**src/hpm_map.vh**
```
// Purpose: register map, fields, reset values and timing for mode control
// Assumes: 8-bit registers reached over the serial register port
// Notes:   included by the mode controller and its slot memory
`ifndef HPM_MAP_VH
`define HPM_MAP_VH

`define HPM_REG_MODE      8'h01
`define HPM_REG_RT_AMP    8'h02
`define HPM_REG_LIB       8'h03
`define HPM_REG_SLOT_LO   8'h04
`define HPM_REG_SLOT_HI   8'h0b
`define HPM_REG_FIRE      8'h0c
`define HPM_REG_CTRL_A    8'h1b
`define HPM_REG_CTRL_B    8'h1c
`define HPM_REG_CTRL_C    8'h1d

`define HPM_MODE_SEL_HI   2
`define HPM_MODE_SEL_LO   0
`define HPM_MODE_HOLD_BIT 6
`define HPM_FIRE_BIT      0
`define HPM_BIDIR_BIT     7
`define HPM_OPEN_LOOP_BIT 0
`define HPM_ANALOG_BIT    1

`define HPM_SEL_INT       3'h0
`define HPM_SEL_EDGE      3'h1
`define HPM_SEL_LEVEL     3'h2
`define HPM_SEL_EXT_IN    3'h3
`define HPM_SEL_RT        3'h5

`define HPM_RST_MODE      8'h40
`define HPM_RST_RT_AMP    8'h00
`define HPM_RST_LIB       8'h00
`define HPM_RST_SLOT      8'h00
`define HPM_RST_CTRL_A    8'h00
`define HPM_RST_CTRL_B    8'h80
`define HPM_RST_CTRL_C    8'h00

`define HPM_SLOTS         8
`define HPM_CLK_MHZ       10
`define HPM_EFFECT_US     1000
`define HPM_EFFECT_CYCLES (`HPM_EFFECT_US * `HPM_CLK_MHZ)

`endif

```
**src/hpm_slot_mem.v**
```verilog
// Purpose: eight-entry waveform slot store with two registered read ports
// Assumes: one write port, read data one cycle after address
// Notes:   port a serves register reads, port b the sequencer
`timescale 1ns/1ns
`include "hpm_map.vh"
module hpm_slot_mem #(
	parameter DEPTH = `HPM_SLOTS,
	parameter AW    = 3,
	parameter DW    = 8
) (
	input  wire          clk,
	input  wire          rst,
	input  wire          ce,
	input  wire          wr_en,
	input  wire [AW-1:0] wr_addr,
	input  wire [DW-1:0] wr_data,
	input  wire [AW-1:0] rda_addr,
	output reg  [DW-1:0] rda_data,
	input  wire [AW-1:0] rdb_addr,
	output reg  [DW-1:0] rdb_data
);
	reg [DW-1:0] mem_q [0:DEPTH-1];
	genvar g;

	generate
		for (g = 0; g < DEPTH; g = g + 1) begin : g_slot
			always @(posedge clk) begin
				if (rst) begin
					mem_q[g] <= `HPM_RST_SLOT;
				end else if (ce && wr_en && wr_addr == g) begin
					mem_q[g] <= wr_data;
				end
			end
		end
	endgenerate

	always @(posedge clk) begin
		if (rst) begin
			rda_data <= {DW{1'b0}};
			rdb_data <= {DW{1'b0}};
		end else if (ce) begin
			rda_data <= mem_q[rda_addr];
			rdb_data <= mem_q[rdb_addr];
		end
	end
endmodule

```
**src/hpm_mode_ctrl.v**
```verilog
// Purpose: serial register port, mode decode and playback start control
// Assumes: pins are asynchronous and pass two flops; 10 MHz clock
// Notes:   effect playback length is a stand-in for the waveform engine
//
// Contract
// - enable pin is honoured at any time, no power-up gating.
// - writing 0x00 to mode register clears the hold state.
// - reset defaults to closed-loop bidirectional; controls at 0x1c and 0x1d change it.
// - low power when hold bit set or enable pin low.
// - mode select and hold bit are taken in one write.
// - select 0 internal, 1 edge, 2 level trigger playback.
// - effect taken from slot 0x04 or sequence of slots 0x04-0x0b.
// - internal trigger: setting fire bit starts the effect sequence.
// - external trigger pin pulse starts the effect sequence.
// - same sequence may be fired again without reloading slots.
// - select 5 enters real-time playback.
// - each written real-time amplitude is driven out.
// - select 3 enters pulse-width or analog input playback.
// - pulse-width versus analog choice comes from control_c.
// - enable pin is active high.
// - trigger pin tied low is harmless when all control is serial.
`timescale 1ns/1ns
`include "hpm_map.vh"
module hpm_mode_ctrl #(
	parameter [6:0] DEV_ADDR      = 7'h2a,
	parameter       EFFECT_CYCLES = `HPM_EFFECT_CYCLES
) (
	input  wire       clk,
	input  wire       rst,
	input  wire       ce,
	input  wire       enable_pin,
	input  wire       input_trigger_pin,
	input  wire       scl_in,
	input  wire       sda_in,
	output reg        sda_out,
	output reg        sda_oe_n,
	output reg        low_power,
	output reg        playing,
	output reg  [7:0] effect_index,
	output reg  [7:0] library_select,
	output reg        real_time_playback,
	output reg  [7:0] drive_amplitude,
	output reg        ext_input_active,
	output reg        analog_select,
	output reg        open_loop,
	output reg        bidirectional
);
	localparam ST_IDLE = 3'h0;
	localparam ST_ADDR = 3'h1;
	localparam ST_AACK = 3'h2;
	localparam ST_WR   = 3'h3;
	localparam ST_WACK = 3'h4;
	localparam ST_RD   = 3'h5;
	localparam ST_RACK = 3'h6;
	localparam SQ_IDLE = 2'h0;
	localparam SQ_WAIT = 2'h1;
	localparam SQ_TAKE = 2'h2;
	localparam SQ_PLAY = 2'h3;
	localparam [31:0] EFF_CNT_W = EFFECT_CYCLES;
	localparam [23:0] EFF_CNT = EFF_CNT_W[23:0];
	function is_slot;
		input [7:0] a;
		is_slot = (a >= `HPM_REG_SLOT_LO) && (a <= `HPM_REG_SLOT_HI);
	endfunction
	reg  [2:0] pin_s1_q, pin_s2_q, pin_d_q;
	wire       en_s = pin_s2_q[0];
	wire       trg_s = pin_s2_q[1];
	wire       sda_s = pin_s2_q[2];
	reg        scl_s1_q, scl_s2_q, scl_d_q;
	wire       scl_rise = scl_s2_q & ~scl_d_q;
	wire       scl_fall = ~scl_s2_q & scl_d_q;
	wire       i2c_start = scl_s2_q & scl_d_q & pin_d_q[2] & ~sda_s;
	wire       i2c_stop = scl_s2_q & scl_d_q & ~pin_d_q[2] & sda_s;
	wire       trg_rise = trg_s & ~pin_d_q[1];
	reg  [2:0] st_q;
	reg  [3:0] bit_q;
	reg  [7:0] sh_q, tx_q, ptr_q;
	reg        first_q, nack_q, wr_en;
	reg  [7:0] wr_addr, wr_data;
	reg  [7:0] mode_q, rt_q, lib_q, ca_q, cb_q, cc_q;
	reg        busy_q;
	reg  [1:0] sq_q;
	reg  [2:0] slot_q;
	reg [23:0] cnt_q;
	reg  [7:0] idx_q;
	wire [7:0] slot_rda, slot_rdb;
	reg  [7:0] rd_mux;
	wire [2:0] sel = mode_q[`HPM_MODE_SEL_HI:`HPM_MODE_SEL_LO];
	wire       hold = mode_q[`HPM_MODE_HOLD_BIT];
	wire       lp = hold | ~en_s;
	wire       mode_wr = wr_en && wr_addr == `HPM_REG_MODE;
	wire       fire_wr = wr_en && wr_addr == `HPM_REG_FIRE;
	wire       fire_set = fire_wr & wr_data[`HPM_FIRE_BIT];
	wire       trig_mode = sel == `HPM_SEL_EDGE || sel == `HPM_SEL_LEVEL;
	// start on fire bit or trigger pin; idle pin low never starts
	wire       go_req = ~lp && ((sel == `HPM_SEL_INT && fire_set) ||
	                            (trig_mode && trg_rise));
	wire       stop_req = lp || (fire_wr && !wr_data[`HPM_FIRE_BIT]) ||
	                      (sel == `HPM_SEL_LEVEL && !trg_s) ||
	                      !(sel == `HPM_SEL_INT || trig_mode);
	hpm_slot_mem u_slots (
		.clk      (clk),
		.rst      (rst),
		.ce       (ce),
		.wr_en    (wr_en && is_slot(wr_addr)),
		.wr_addr  (wr_addr[2:0] - 3'h4),
		.wr_data  (wr_data),
		.rda_addr (ptr_q[2:0] - 3'h4),
		.rda_data (slot_rda),
		.rdb_addr (slot_q),
		.rdb_data (slot_rdb)
	);
	// pin synchronisers
	always @(posedge clk) begin
		if (rst) begin
			pin_s1_q <= 3'h4;
			pin_s2_q <= 3'h4;
			pin_d_q  <= 3'h4;
			scl_s1_q <= 1'b1;
			scl_s2_q <= 1'b1;
			scl_d_q  <= 1'b1;
		end else if (ce) begin
			pin_s1_q <= {sda_in, input_trigger_pin, enable_pin};
			pin_s2_q <= pin_s1_q;
			pin_d_q  <= pin_s2_q;
			scl_s1_q <= scl_in;
			scl_s2_q <= scl_s1_q;
			scl_d_q  <= scl_s2_q;
		end
	end
	always @* begin
		rd_mux = 8'h00;
		if (is_slot(ptr_q)) begin
			rd_mux = slot_rda;
		end else begin
			case (ptr_q)
				`HPM_REG_MODE:   rd_mux = mode_q;
				`HPM_REG_RT_AMP: rd_mux = rt_q;
				`HPM_REG_LIB:    rd_mux = lib_q;
				`HPM_REG_FIRE:   rd_mux = {7'h00, busy_q};
				`HPM_REG_CTRL_A: rd_mux = ca_q;
				`HPM_REG_CTRL_B: rd_mux = cb_q;
				`HPM_REG_CTRL_C: rd_mux = cc_q;
				default:         rd_mux = 8'h00;
			endcase
		end
	end
	// serial register port: pointer byte first, then auto-increment
	always @(posedge clk) begin
		if (rst) begin
			st_q     <= ST_IDLE;
			bit_q    <= 4'h0;
			sh_q     <= 8'h00;
			tx_q     <= 8'h00;
			ptr_q    <= 8'h00;
			first_q  <= 1'b0;
			nack_q   <= 1'b0;
			sda_out  <= 1'b0;
			sda_oe_n <= 1'b1;
			wr_en    <= 1'b0;
			wr_addr  <= 8'h00;
			wr_data  <= 8'h00;
		end else if (ce) begin
			wr_en <= 1'b0;
			if (i2c_start) begin
				st_q     <= ST_ADDR;
				bit_q    <= 4'h0;
				sda_oe_n <= 1'b1;
			end else if (i2c_stop) begin
				st_q     <= ST_IDLE;
				sda_oe_n <= 1'b1;
			end else begin
				case (st_q)
					ST_ADDR, ST_WR: begin
						if (scl_rise) begin
							sh_q  <= {sh_q[6:0], sda_s};
							bit_q <= bit_q + 4'h1;
						end else if (scl_fall && bit_q == 4'h8) begin
							bit_q <= 4'h0;
							if (st_q == ST_ADDR) begin
								if (sh_q[7:1] == DEV_ADDR) begin
									st_q     <= ST_AACK;
									nack_q   <= sh_q[0];
									sda_oe_n <= 1'b0;
								end else begin
									st_q <= ST_IDLE;
								end
							end else begin
								st_q     <= ST_WACK;
								sda_oe_n <= 1'b0;
								first_q  <= 1'b0;
								if (first_q) begin
									ptr_q <= sh_q;
								end else begin
									wr_en   <= 1'b1;
									wr_addr <= ptr_q;
									wr_data <= sh_q;
									ptr_q   <= ptr_q + 8'h01;
								end
							end
						end
					end
					ST_AACK: begin
						if (scl_fall) begin
							if (nack_q) begin
								st_q     <= ST_RD;
								tx_q     <= rd_mux;
								sda_oe_n <= rd_mux[7];
								ptr_q    <= ptr_q + 8'h01;
								nack_q   <= 1'b0;
							end else begin
								st_q     <= ST_WR;
								first_q  <= 1'b1;
								sda_oe_n <= 1'b1;
							end
						end
					end
					ST_WACK: begin
						if (scl_fall) begin
							st_q     <= ST_WR;
							sda_oe_n <= 1'b1;
						end
					end
					ST_RD: begin
						if (scl_fall) begin
							if (bit_q == 4'h7) begin
								st_q     <= ST_RACK;
								bit_q    <= 4'h0;
								sda_oe_n <= 1'b1;
							end else begin
								bit_q    <= bit_q + 4'h1;
								tx_q     <= {tx_q[6:0], 1'b0};
								sda_oe_n <= tx_q[6];
							end
						end
					end
					ST_RACK: begin
						if (scl_rise) begin
							nack_q <= sda_s;
						end else if (scl_fall) begin
							if (nack_q) begin
								st_q <= ST_IDLE;
							end else begin
								st_q     <= ST_RD;
								tx_q     <= rd_mux;
								sda_oe_n <= rd_mux[7];
								ptr_q    <= ptr_q + 8'h01;
							end
						end
					end
					default: begin
						st_q     <= ST_IDLE;
						sda_oe_n <= 1'b1;
					end
				endcase
			end
		end
	end
	// configuration registers
	always @(posedge clk) begin
		if (rst) begin
			mode_q <= `HPM_RST_MODE;
			rt_q   <= `HPM_RST_RT_AMP;
			lib_q  <= `HPM_RST_LIB;
			ca_q   <= `HPM_RST_CTRL_A;
			cb_q   <= `HPM_RST_CTRL_B;
			cc_q   <= `HPM_RST_CTRL_C;
		end else if (ce && wr_en) begin
			case (wr_addr)
				`HPM_REG_MODE:   mode_q <= wr_data;
				`HPM_REG_RT_AMP: rt_q   <= wr_data;
				`HPM_REG_LIB:    lib_q  <= wr_data;
				`HPM_REG_CTRL_A: ca_q   <= wr_data;
				`HPM_REG_CTRL_B: cb_q   <= wr_data;
				`HPM_REG_CTRL_C: cc_q   <= wr_data;
				default:         mode_q <= mode_q;
			endcase
		end
	end
	// sequencer walks slots until a zero index or the last slot
	always @(posedge clk) begin
		if (rst) begin
			sq_q   <= SQ_IDLE;
			busy_q <= 1'b0;
			slot_q <= 3'h0;
			cnt_q  <= 24'h000000;
			idx_q  <= 8'h00;
		end else if (ce) begin
			if (go_req) begin
				// restart from first slot; start wins over stop
				sq_q   <= SQ_WAIT;
				busy_q <= 1'b1;
				slot_q <= 3'h0;
				idx_q  <= 8'h00;
			end else if (stop_req || mode_wr) begin
				sq_q   <= SQ_IDLE;
				busy_q <= 1'b0;
				idx_q  <= 8'h00;
			end else begin
				case (sq_q)
					SQ_IDLE: busy_q <= 1'b0;
					SQ_WAIT: sq_q <= SQ_TAKE;
					SQ_TAKE: begin
						if (slot_rdb == 8'h00) begin
							sq_q   <= SQ_IDLE;
							busy_q <= 1'b0;
							idx_q  <= 8'h00;
						end else begin
							sq_q  <= SQ_PLAY;
							idx_q <= slot_rdb;
							cnt_q <= EFF_CNT - 24'h000001;
						end
					end
					SQ_PLAY: begin
						if (cnt_q != 24'h000000) begin
							cnt_q <= cnt_q - 24'h000001;
						end else if (slot_q == 3'h7) begin
							sq_q   <= SQ_IDLE;
							busy_q <= 1'b0;
							idx_q  <= 8'h00;
						end else begin
							sq_q   <= SQ_WAIT;
							slot_q <= slot_q + 3'h1;
						end
					end
					default: begin
						sq_q   <= SQ_IDLE;
						busy_q <= 1'b0;
					end
				endcase
			end
		end
	end
	// registered outputs
	always @(posedge clk) begin
		if (rst) begin
			low_power          <= 1'b1;
			playing            <= 1'b0;
			effect_index       <= 8'h00;
			library_select     <= `HPM_RST_LIB;
			real_time_playback <= 1'b0;
			drive_amplitude    <= 8'h00;
			ext_input_active   <= 1'b0;
			analog_select      <= 1'b0;
			open_loop          <= 1'b0;
			bidirectional      <= 1'b1;
		end else if (ce) begin
			low_power          <= lp;
			playing            <= busy_q;
			effect_index       <= idx_q;
			library_select     <= lib_q;
			real_time_playback <= ~lp && sel == `HPM_SEL_RT;
			drive_amplitude    <= (~lp && sel == `HPM_SEL_RT) ? rt_q : 8'h00;
			ext_input_active   <= ~lp && sel == `HPM_SEL_EXT_IN;
			analog_select      <= cc_q[`HPM_ANALOG_BIT];
			open_loop          <= cc_q[`HPM_OPEN_LOOP_BIT];
			bidirectional      <= cb_q[`HPM_BIDIR_BIT];
		end
	end
endmodule

```
**config.mk**
```make
export PLATFORM = sky130hd
export DESIGN_NAME = hpm_mode_ctrl
export DESIGN_NICKNAME = d
export VERILOG_FILES = /design/src/hpm_slot_mem.v /design/src/hpm_mode_ctrl.v
export VERILOG_INCLUDE_DIRS = /design/src
export SDC_FILE = /design/constraint.sdc
export NUM_CORES = 1
export LEC_CHECK = 0
export BUFFER_PORTS_ARGS = -buffer_cell sky130_fd_sc_hd__buf_2
export CELL_PAD_IN_SITES_DETAIL_PLACEMENT = 0
export CELL_PAD_IN_SITES_GLOBAL_PLACEMENT = 1
export CORE_MARGIN = 1.5
export CORE_UTILIZATION = 53
export DETAILED_ROUTE_END_ITERATION = 16
export GPL_ROUTABILITY_DRIVEN = 0
export PLACE_DENSITY = 0.87
export SYNTH_ARGS = -nofsm -noshare
export SYNTH_HDL_FRONTEND = slang
export SYNTH_SLANG_ARGS = --single-unit
```
**constraint.sdc**
```tcl
create_clock -name clk -period 5.35 [get_ports clk]
set_input_delay 0.535 -clock clk [delete_from_list [all_inputs] [get_ports clk]]
set_output_delay 0.535 -clock clk [all_outputs]
set_load 0.01 [all_outputs]
```
==> results.ini, run 1 <==
[pwr]
p_comb_frac=0.031
leakage_uw=0.004665
power.share.clock=0.467
power_frac_seq=0.502
p_int_uw=3207
switching_share=0.2219
ir_worst_vdd_uv=229.6
p_per_area_nw_per_um2=306.7
p_switching_uw=914.7

[timing]
max_freq_mhz=313.4
fin_crit_sh=0.5964
setup-tns-final_ps=0
worst_pin_slew_ps=1200
fin_skew_ps=30.00
finalSetupViolCount=0
grt_setup_unrepaired=no
finalWorstSetupSlack_ps=2159
drv_slew=0
slew_headroom=0.1914
hold_violations=0
fin_crit_ps=3191

[synth]
synthFlopType=dfxtp_1
synth-async-reset-ratio=0
netlist_area_um2=12180
synth_cell_types=74
yosysSeqAreaShare=0.4765
synth-edff-count=64
synth_cells=1271
avgSynthCellArea_um2=9.585
ys_warn_count=0
syn_nets=1287
ys_ff_latch=258

[routing]
final_antenna_net_count=0
vias=9622
dr.pass1.iters=5
drtIter0Drc=964
routed_wl_um=30980
drc=0
avgRoutedWirePerCell_um=19.73
viasPerCell=6.129

[min_path]
holdPathStages=3
min_to=pin_s1_q[2]
worstHoldPathType=input pin to flip-flop
hold_start=sda_in

[critical_path]
critical_path_class=flip-flop to flip-flop
cp.buffers_inverters=0
worst_path_max_delay_cell=nor3_1
start_kind=flip-flop
crit_path_max_fanout=8
critPathArrivalTime_ps=3620
required_ps=5780
worst_r2r_path_depth=6
reg2reg_setup_slack_ps=2160
cp_top_family=simple AND/OR/NAND/NOR gates
r2r-end=u_slots.mem_q[0][3]
worst_setup_path_end_kind=flip-flop
path_cells=nor4_1 > nand2_1 > nor3_1 > nand2_1 > nor3_1 > and2_1
r2r_start=wr_addr[4]
slowest_delay_ps=800

[global_route]
use_met2=0.3960
grt_max_degree=85
grt_util_met3=0.03026
antenna_found_initial=0
top_usage_layer=met1
grt_use_met1=0.3970
grt_pass1_wl_um=50000
grt_pass1_vias=8845
grt-ovfl-total=0
grt_use_total=0.2631

[clocking]
clock_path_buffers=3
path_clk_slew_ps=60
cts_num_sinks=258
cts_setup_buffers=0
cts_hold_buf=0
cts_tree=built
post_cts_resize_count=0
numCtsBuffers=28
htreeDepth=1
clock_latency_ps=560
root_buffer=clkbuf_16

[finish]
area_delta_synth_final_pct=10.33
nNetsFinal=1280
layout-drive-gt1-share=0.1144
final_common_cell=dfxtp_1
final_cell_mix=dfxtp_1, nand2_1, nor2_1, a21oi_1, mux2i_1
antenna_cells=0

[place]
dp_hpwl_um=20690
pre_cts_slack_ps=2102
portBuffers=38

[floorplanning]
initial_core_util=0.5397
chipHeight_um=154.6
core_um2=22570
row_count=55
io_pins=40
dieWidth_um=154.6
design.die.area_um2=23910

[outcome]
outcome=completed

[job]
max-cap-violations=0

-- power by group through the flow --
stage	registers [µW]	logic, µW	clock network [µW]
floorplan	2090	104	0
global placement	2110	128	0
detailed placement	2110	129	0
CTS	2070	129	1950
global route	2070	143	2030
finish	2070	130	1920
-- sequential cells by signal (all words and copies together) (netlist names), 8 cells and up --
| name | cells |
|---|---|
| cb_q | 8 |
| rt_q | 8 |
| ca_q | 8 |
| wr_addr | 8 |
| u_slots.rda_data | 8 |
| library_select | 8 |
| wr_data | 8 |
| mode_q | 8 |
| drive_amplitude | 8 |
| u_slots.mem_q | 64 |
| effect_index | 8 |
| u_slots.rdb_data | 8 |
| is_slot.a | 8 |
| cc_q | 8 |
| cnt_q | 24 |
| idx_q | 8 |
| lib_q | 8 |
| sh_q | 8 |
-- worst max-delay path by stage --
stage	startpoint	endpoint	cells after the start
2_1_floorplan	is_slot.a[1]	sda_oe_n	9
3_3_place_gp	ce	mode_q[3]	6
3_5_place_dp	ce	mode_q[7]	6
4_1_cts	wr_addr[0]	cnt_q[4]	6
5_1_grt	wr_addr[0]	cnt_q[14]	6
6_report	wr_addr[4]	u_slots.mem_q[0][3]	6
-- routing by layer --
metal | vias to the layer above | wire [µm] | share of wire
li1 | 4586 | - | -
met1 | 4656 | 14410 | 0.47
met2 | 329 | 13700 | 0.44
met3 | 51 | 2022 | 0.065
met4 | 0 | 855 | 0.028
met5 | - | 0 | 0
-- worst reg2reg max path, cell delays in order (launching register included) --
cell	delay (ps)
dfxtp_1	350
nor4_1	740
nand2_1	380
nor3_1	400
nand2_1	160
nor3_1	800
and2_1	240
-- area by class of cell --
type / count / area, µm²
Multi-Input combinational cell: 908 / 5978
Sequential cell: 258 / 5806
Tap cell: 285 / 356.6
Fill cell: 1936 / 9130
Clock inverter: 11 / 111.4
Inverter: 15 / 56.30
Timing Repair Buffer: 53 / 307.8
Clock buffer: 40 / 825.8
-- logic make-up after synthesis --
| family | share of synthesized area |
|---|---|
| AOI/OAI and AO/OA | 0.1327 |
| xor gates and xnor gates | 0.01366 |
| adders and majority gates | 0.009243 |
| buffers and inverters | 0.03328 |
| DFF | 0.4765 |
| muxes | 0.1200 |
| other | 0.0003078 |
| and+or+nand+nor | 0.2143 |
-- synth_stat cells, drive strengths merged (13+ instances only) --
master	number	area, µm²
a211oi	18	135.1
a21oi	86	430.4
a22o	19	166.4
a22oi	15	112.6
a311oi	16	140.1
and2	68	425.4
buf	15	67.56
clkbuf	75	281.5
dfxtp	194	3884
edfxtp	64	1922
inv	13	48.80
mux2i	74	740.7
mux4	32	720.7
nand2	149	559.3
nand2b	14	87.58
nand3	45	230.2
nor2	149	561.8
nor3	20	115.1
o21ai	34	170.2
xor2	15	131.4
-- metrics by stage --
stage / util / power (µW) / hold slack, ps / area [µm²] / cells
CTS: 0.5955 / 4150 / 194.1 / 13440 / 1570
floorplan: - / 2193 / 441.3 / 12180 / 1271
global placement: 0.5540 / 2234 / 453.7 / 12500 / 1519
global route: 0.5955 / 4243 / 200.9 / 13440 / 1570
finish: 0.5955 / 4122 / 208.4 / 13440 / 1570
detailed placement: 0.5540 / 2238 / 463.6 / 12500 / 1519
(Power assumes the default switching activity.)
==> inputs of run 2 (changes only) <==
Settings changed: CORE_UTILIZATION 53 to 44, PLACE_DENSITY 0.87 to 0.78.
Clock period 5.35 ns to 2.79 ns, I/O delays scaled along.
==> run 2 against run 1 <==
Setup slack got worse by 1900 ps. Utilization down 7.8 points. Global-route usage is 3.3 points lower. Critical path depth rose by 2. First-iteration DRC count grew 4.5%. Hold slack got worse by 44 ps. Die area grew 20%. Critical path type unchanged. Clock-buffer cell count fell by 3.
==> results.ini, run 2 (synthesized netlist as in run 1, its figures left out) <==
[finish]
fin_cells=1708
final_common_cell=dfxtp_1
largest_registers=u_slots.mem_q x64, cnt_q x24
largest_reg_flops=64
final_cell_mix=dfxtp_1, nand2_1, nor2_1, a21oi_1, mux2i_1
nNetsFinal=1332
antenna_cells=0
regMostFlops=u_slots.mem_q
layout-drive-gt1-share=0.1467
area_delta_synth_final_pct=15.02

[critical_path]
worst_r2r_path_depth=8
start_kind=flip-flop
critical_path_class=flip-flop to flip-flop
worst_path_max_delay_cell=or4b_1
crit_path_max_fanout=8
r2r-end=idx_q[3]
r2r_start=cnt_q[0]
required_ps=3230
cp_num_cells=8
crit_end=idx_q[3]
crit_start=cnt_q[0]
cp_top_family=simple AND/OR/NAND/NOR gates
critPathArrivalTime_ps=2980
slowest_delay_ps=510
cp.buffers_inverters=1
reg2reg_setup_slack_ps=250
path_cells=inv_1 > ha_1 > or4b_1 > nor4_4 > nand3_1 > o211ai_1 > a21oi_1 > a22o_1
worst_setup_path_end_kind=flip-flop

[pwr]
ir_worst_vdd_uv=548.1
leakage_uw=0.004938
p_comb_frac=0.035
p_switching_uw=1728
p_int_uw=6364
p_per_area_nw_per_um2=577.5
power.share.clock=0.477
switching_share=0.2135
power_frac_seq=0.488

[place]
place_inst=1654
dp_hpwl_um=21450
portBuffers=38

[min_path]
worstHoldPathType=input pin to flip-flop
holdPathStages=2

[floorplanning]
row_count=60
dieWidth_um=169.4
design.die.area_um2=28700
core_um2=27100
chipHeight_um=169.4
io_pins=40
initial_core_util=0.4495

[clocking]
path_clk_slew_ps=60
cts_num_sinks=258
root_buffer=clkbuf_16
clock_path_buffers=3
clock_latency_ps=550
htreeDepth=1
numCtsBuffers=28
cts_tree=built

[job]
max-cap-violations=0

[global_route]
antenna_found_initial=0
grt_use_total=0.2303
grt_max_degree=133
grt-ovfl-total=0
grt_pass1_wl_um=51870
grt_pass1_vias=9356

[routing]
final_antenna_net_count=0
vias=9732
avgRoutedWirePerCell_um=19.01
drc=0
routed_wl_um=32480
drtIter0Drc=1007
viasPerCell=5.698
dr.pass1.iters=6

[timing]
fin_crit_ps=2540
fin_skew_ps=10.76
slew_headroom=0.4419
grt_setup_unrepaired=no
fin_crit_sh=0.9105
max_freq_mhz=393.6
setup-tns-final_ps=0
hold_violations=0
worst_pin_slew_ps=816.1
drv_slew=0
finalSetupViolCount=0

[outcome]
outcome=completed

[run 2: layout make-up]
type                            count  area, µm²
Multi-Input combinational cell    908       5992
Sequential cell                   258       5806
Clock buffer                       37      795.8
Inverter                           15      56.30
Tap cell                          372      465.4
Fill cell                        2483      13090
Timing Repair Buffer              105      733.2
Clock inverter                     13      165.2
[run 2: worst min-delay path by stage]
stage / from / end / slack [ps]
final: ce / u_slots.rda_data[5] / 160
after global routing: ce / u_slots.rda_data[4] / 170
after detailed placement: idx_q[5] / idx_q[5] / 460
after global placement: wr_addr[7] / wr_addr[7] / 460
after CTS: ce / u_slots.rda_data[1] / 130
after floorplan: sda_in / pin_s1_q[2] / 410
[run 2: what timing repair did]
action / 4_1_cts / 5_1_grt
resized for setup: 0 / 1
hold buffers: 4 / 0
setup buffers: 0 / 0
endpoints found under the setup margin: 0 / 1
endpoints found under the hold margin: 4 / 0
[run 2: worst register-to-register path: stages, from the launching register on]
cell	delay [ps]
dfxtp_1	330
inv_1	60
ha_1	170
or4b_1	510
nor4_4	320
nand3_1	310
o211ai_1	270
a21oi_1	220
a22o_1	250
[run 2: layer usage]
metal,track usage,vias up,share of wire
li1,-,4690,-
met1,0.3157,4715,0.45
met2,0.3750,265,0.47
met3,0.03568,62,0.054
met4,0.07195,0,0.026
met5,0,-,0
[run 2: metrics by stage]
stage	hold WS, ps	power (µW)	utilization	cell area [µm²]	setup WS [ps]
after floorplan	407.4	4204	-	12180	343.6
after detailed placement	462.4	4310	0.4799	13010	259.6
final	164.6	8092	0.5171	14010	249.6
after CTS	131.8	8158	0.5169	14010	202.8
after global routing	174.3	8344	0.5171	14010	37.93
after global placement	457.0	4303	0.4799	13010	356.9
[run 2: power by group through the flow]
stage                     combinational [µW]  sequential (µW)  clock [µW]
after CTS                                283             3950        3920
after floorplan                          199             4010           0
after global routing                     307             3960        4080
after detailed placement                 278             4030           0
after global placement                   276             4030           0
final                                    282             3950        3860
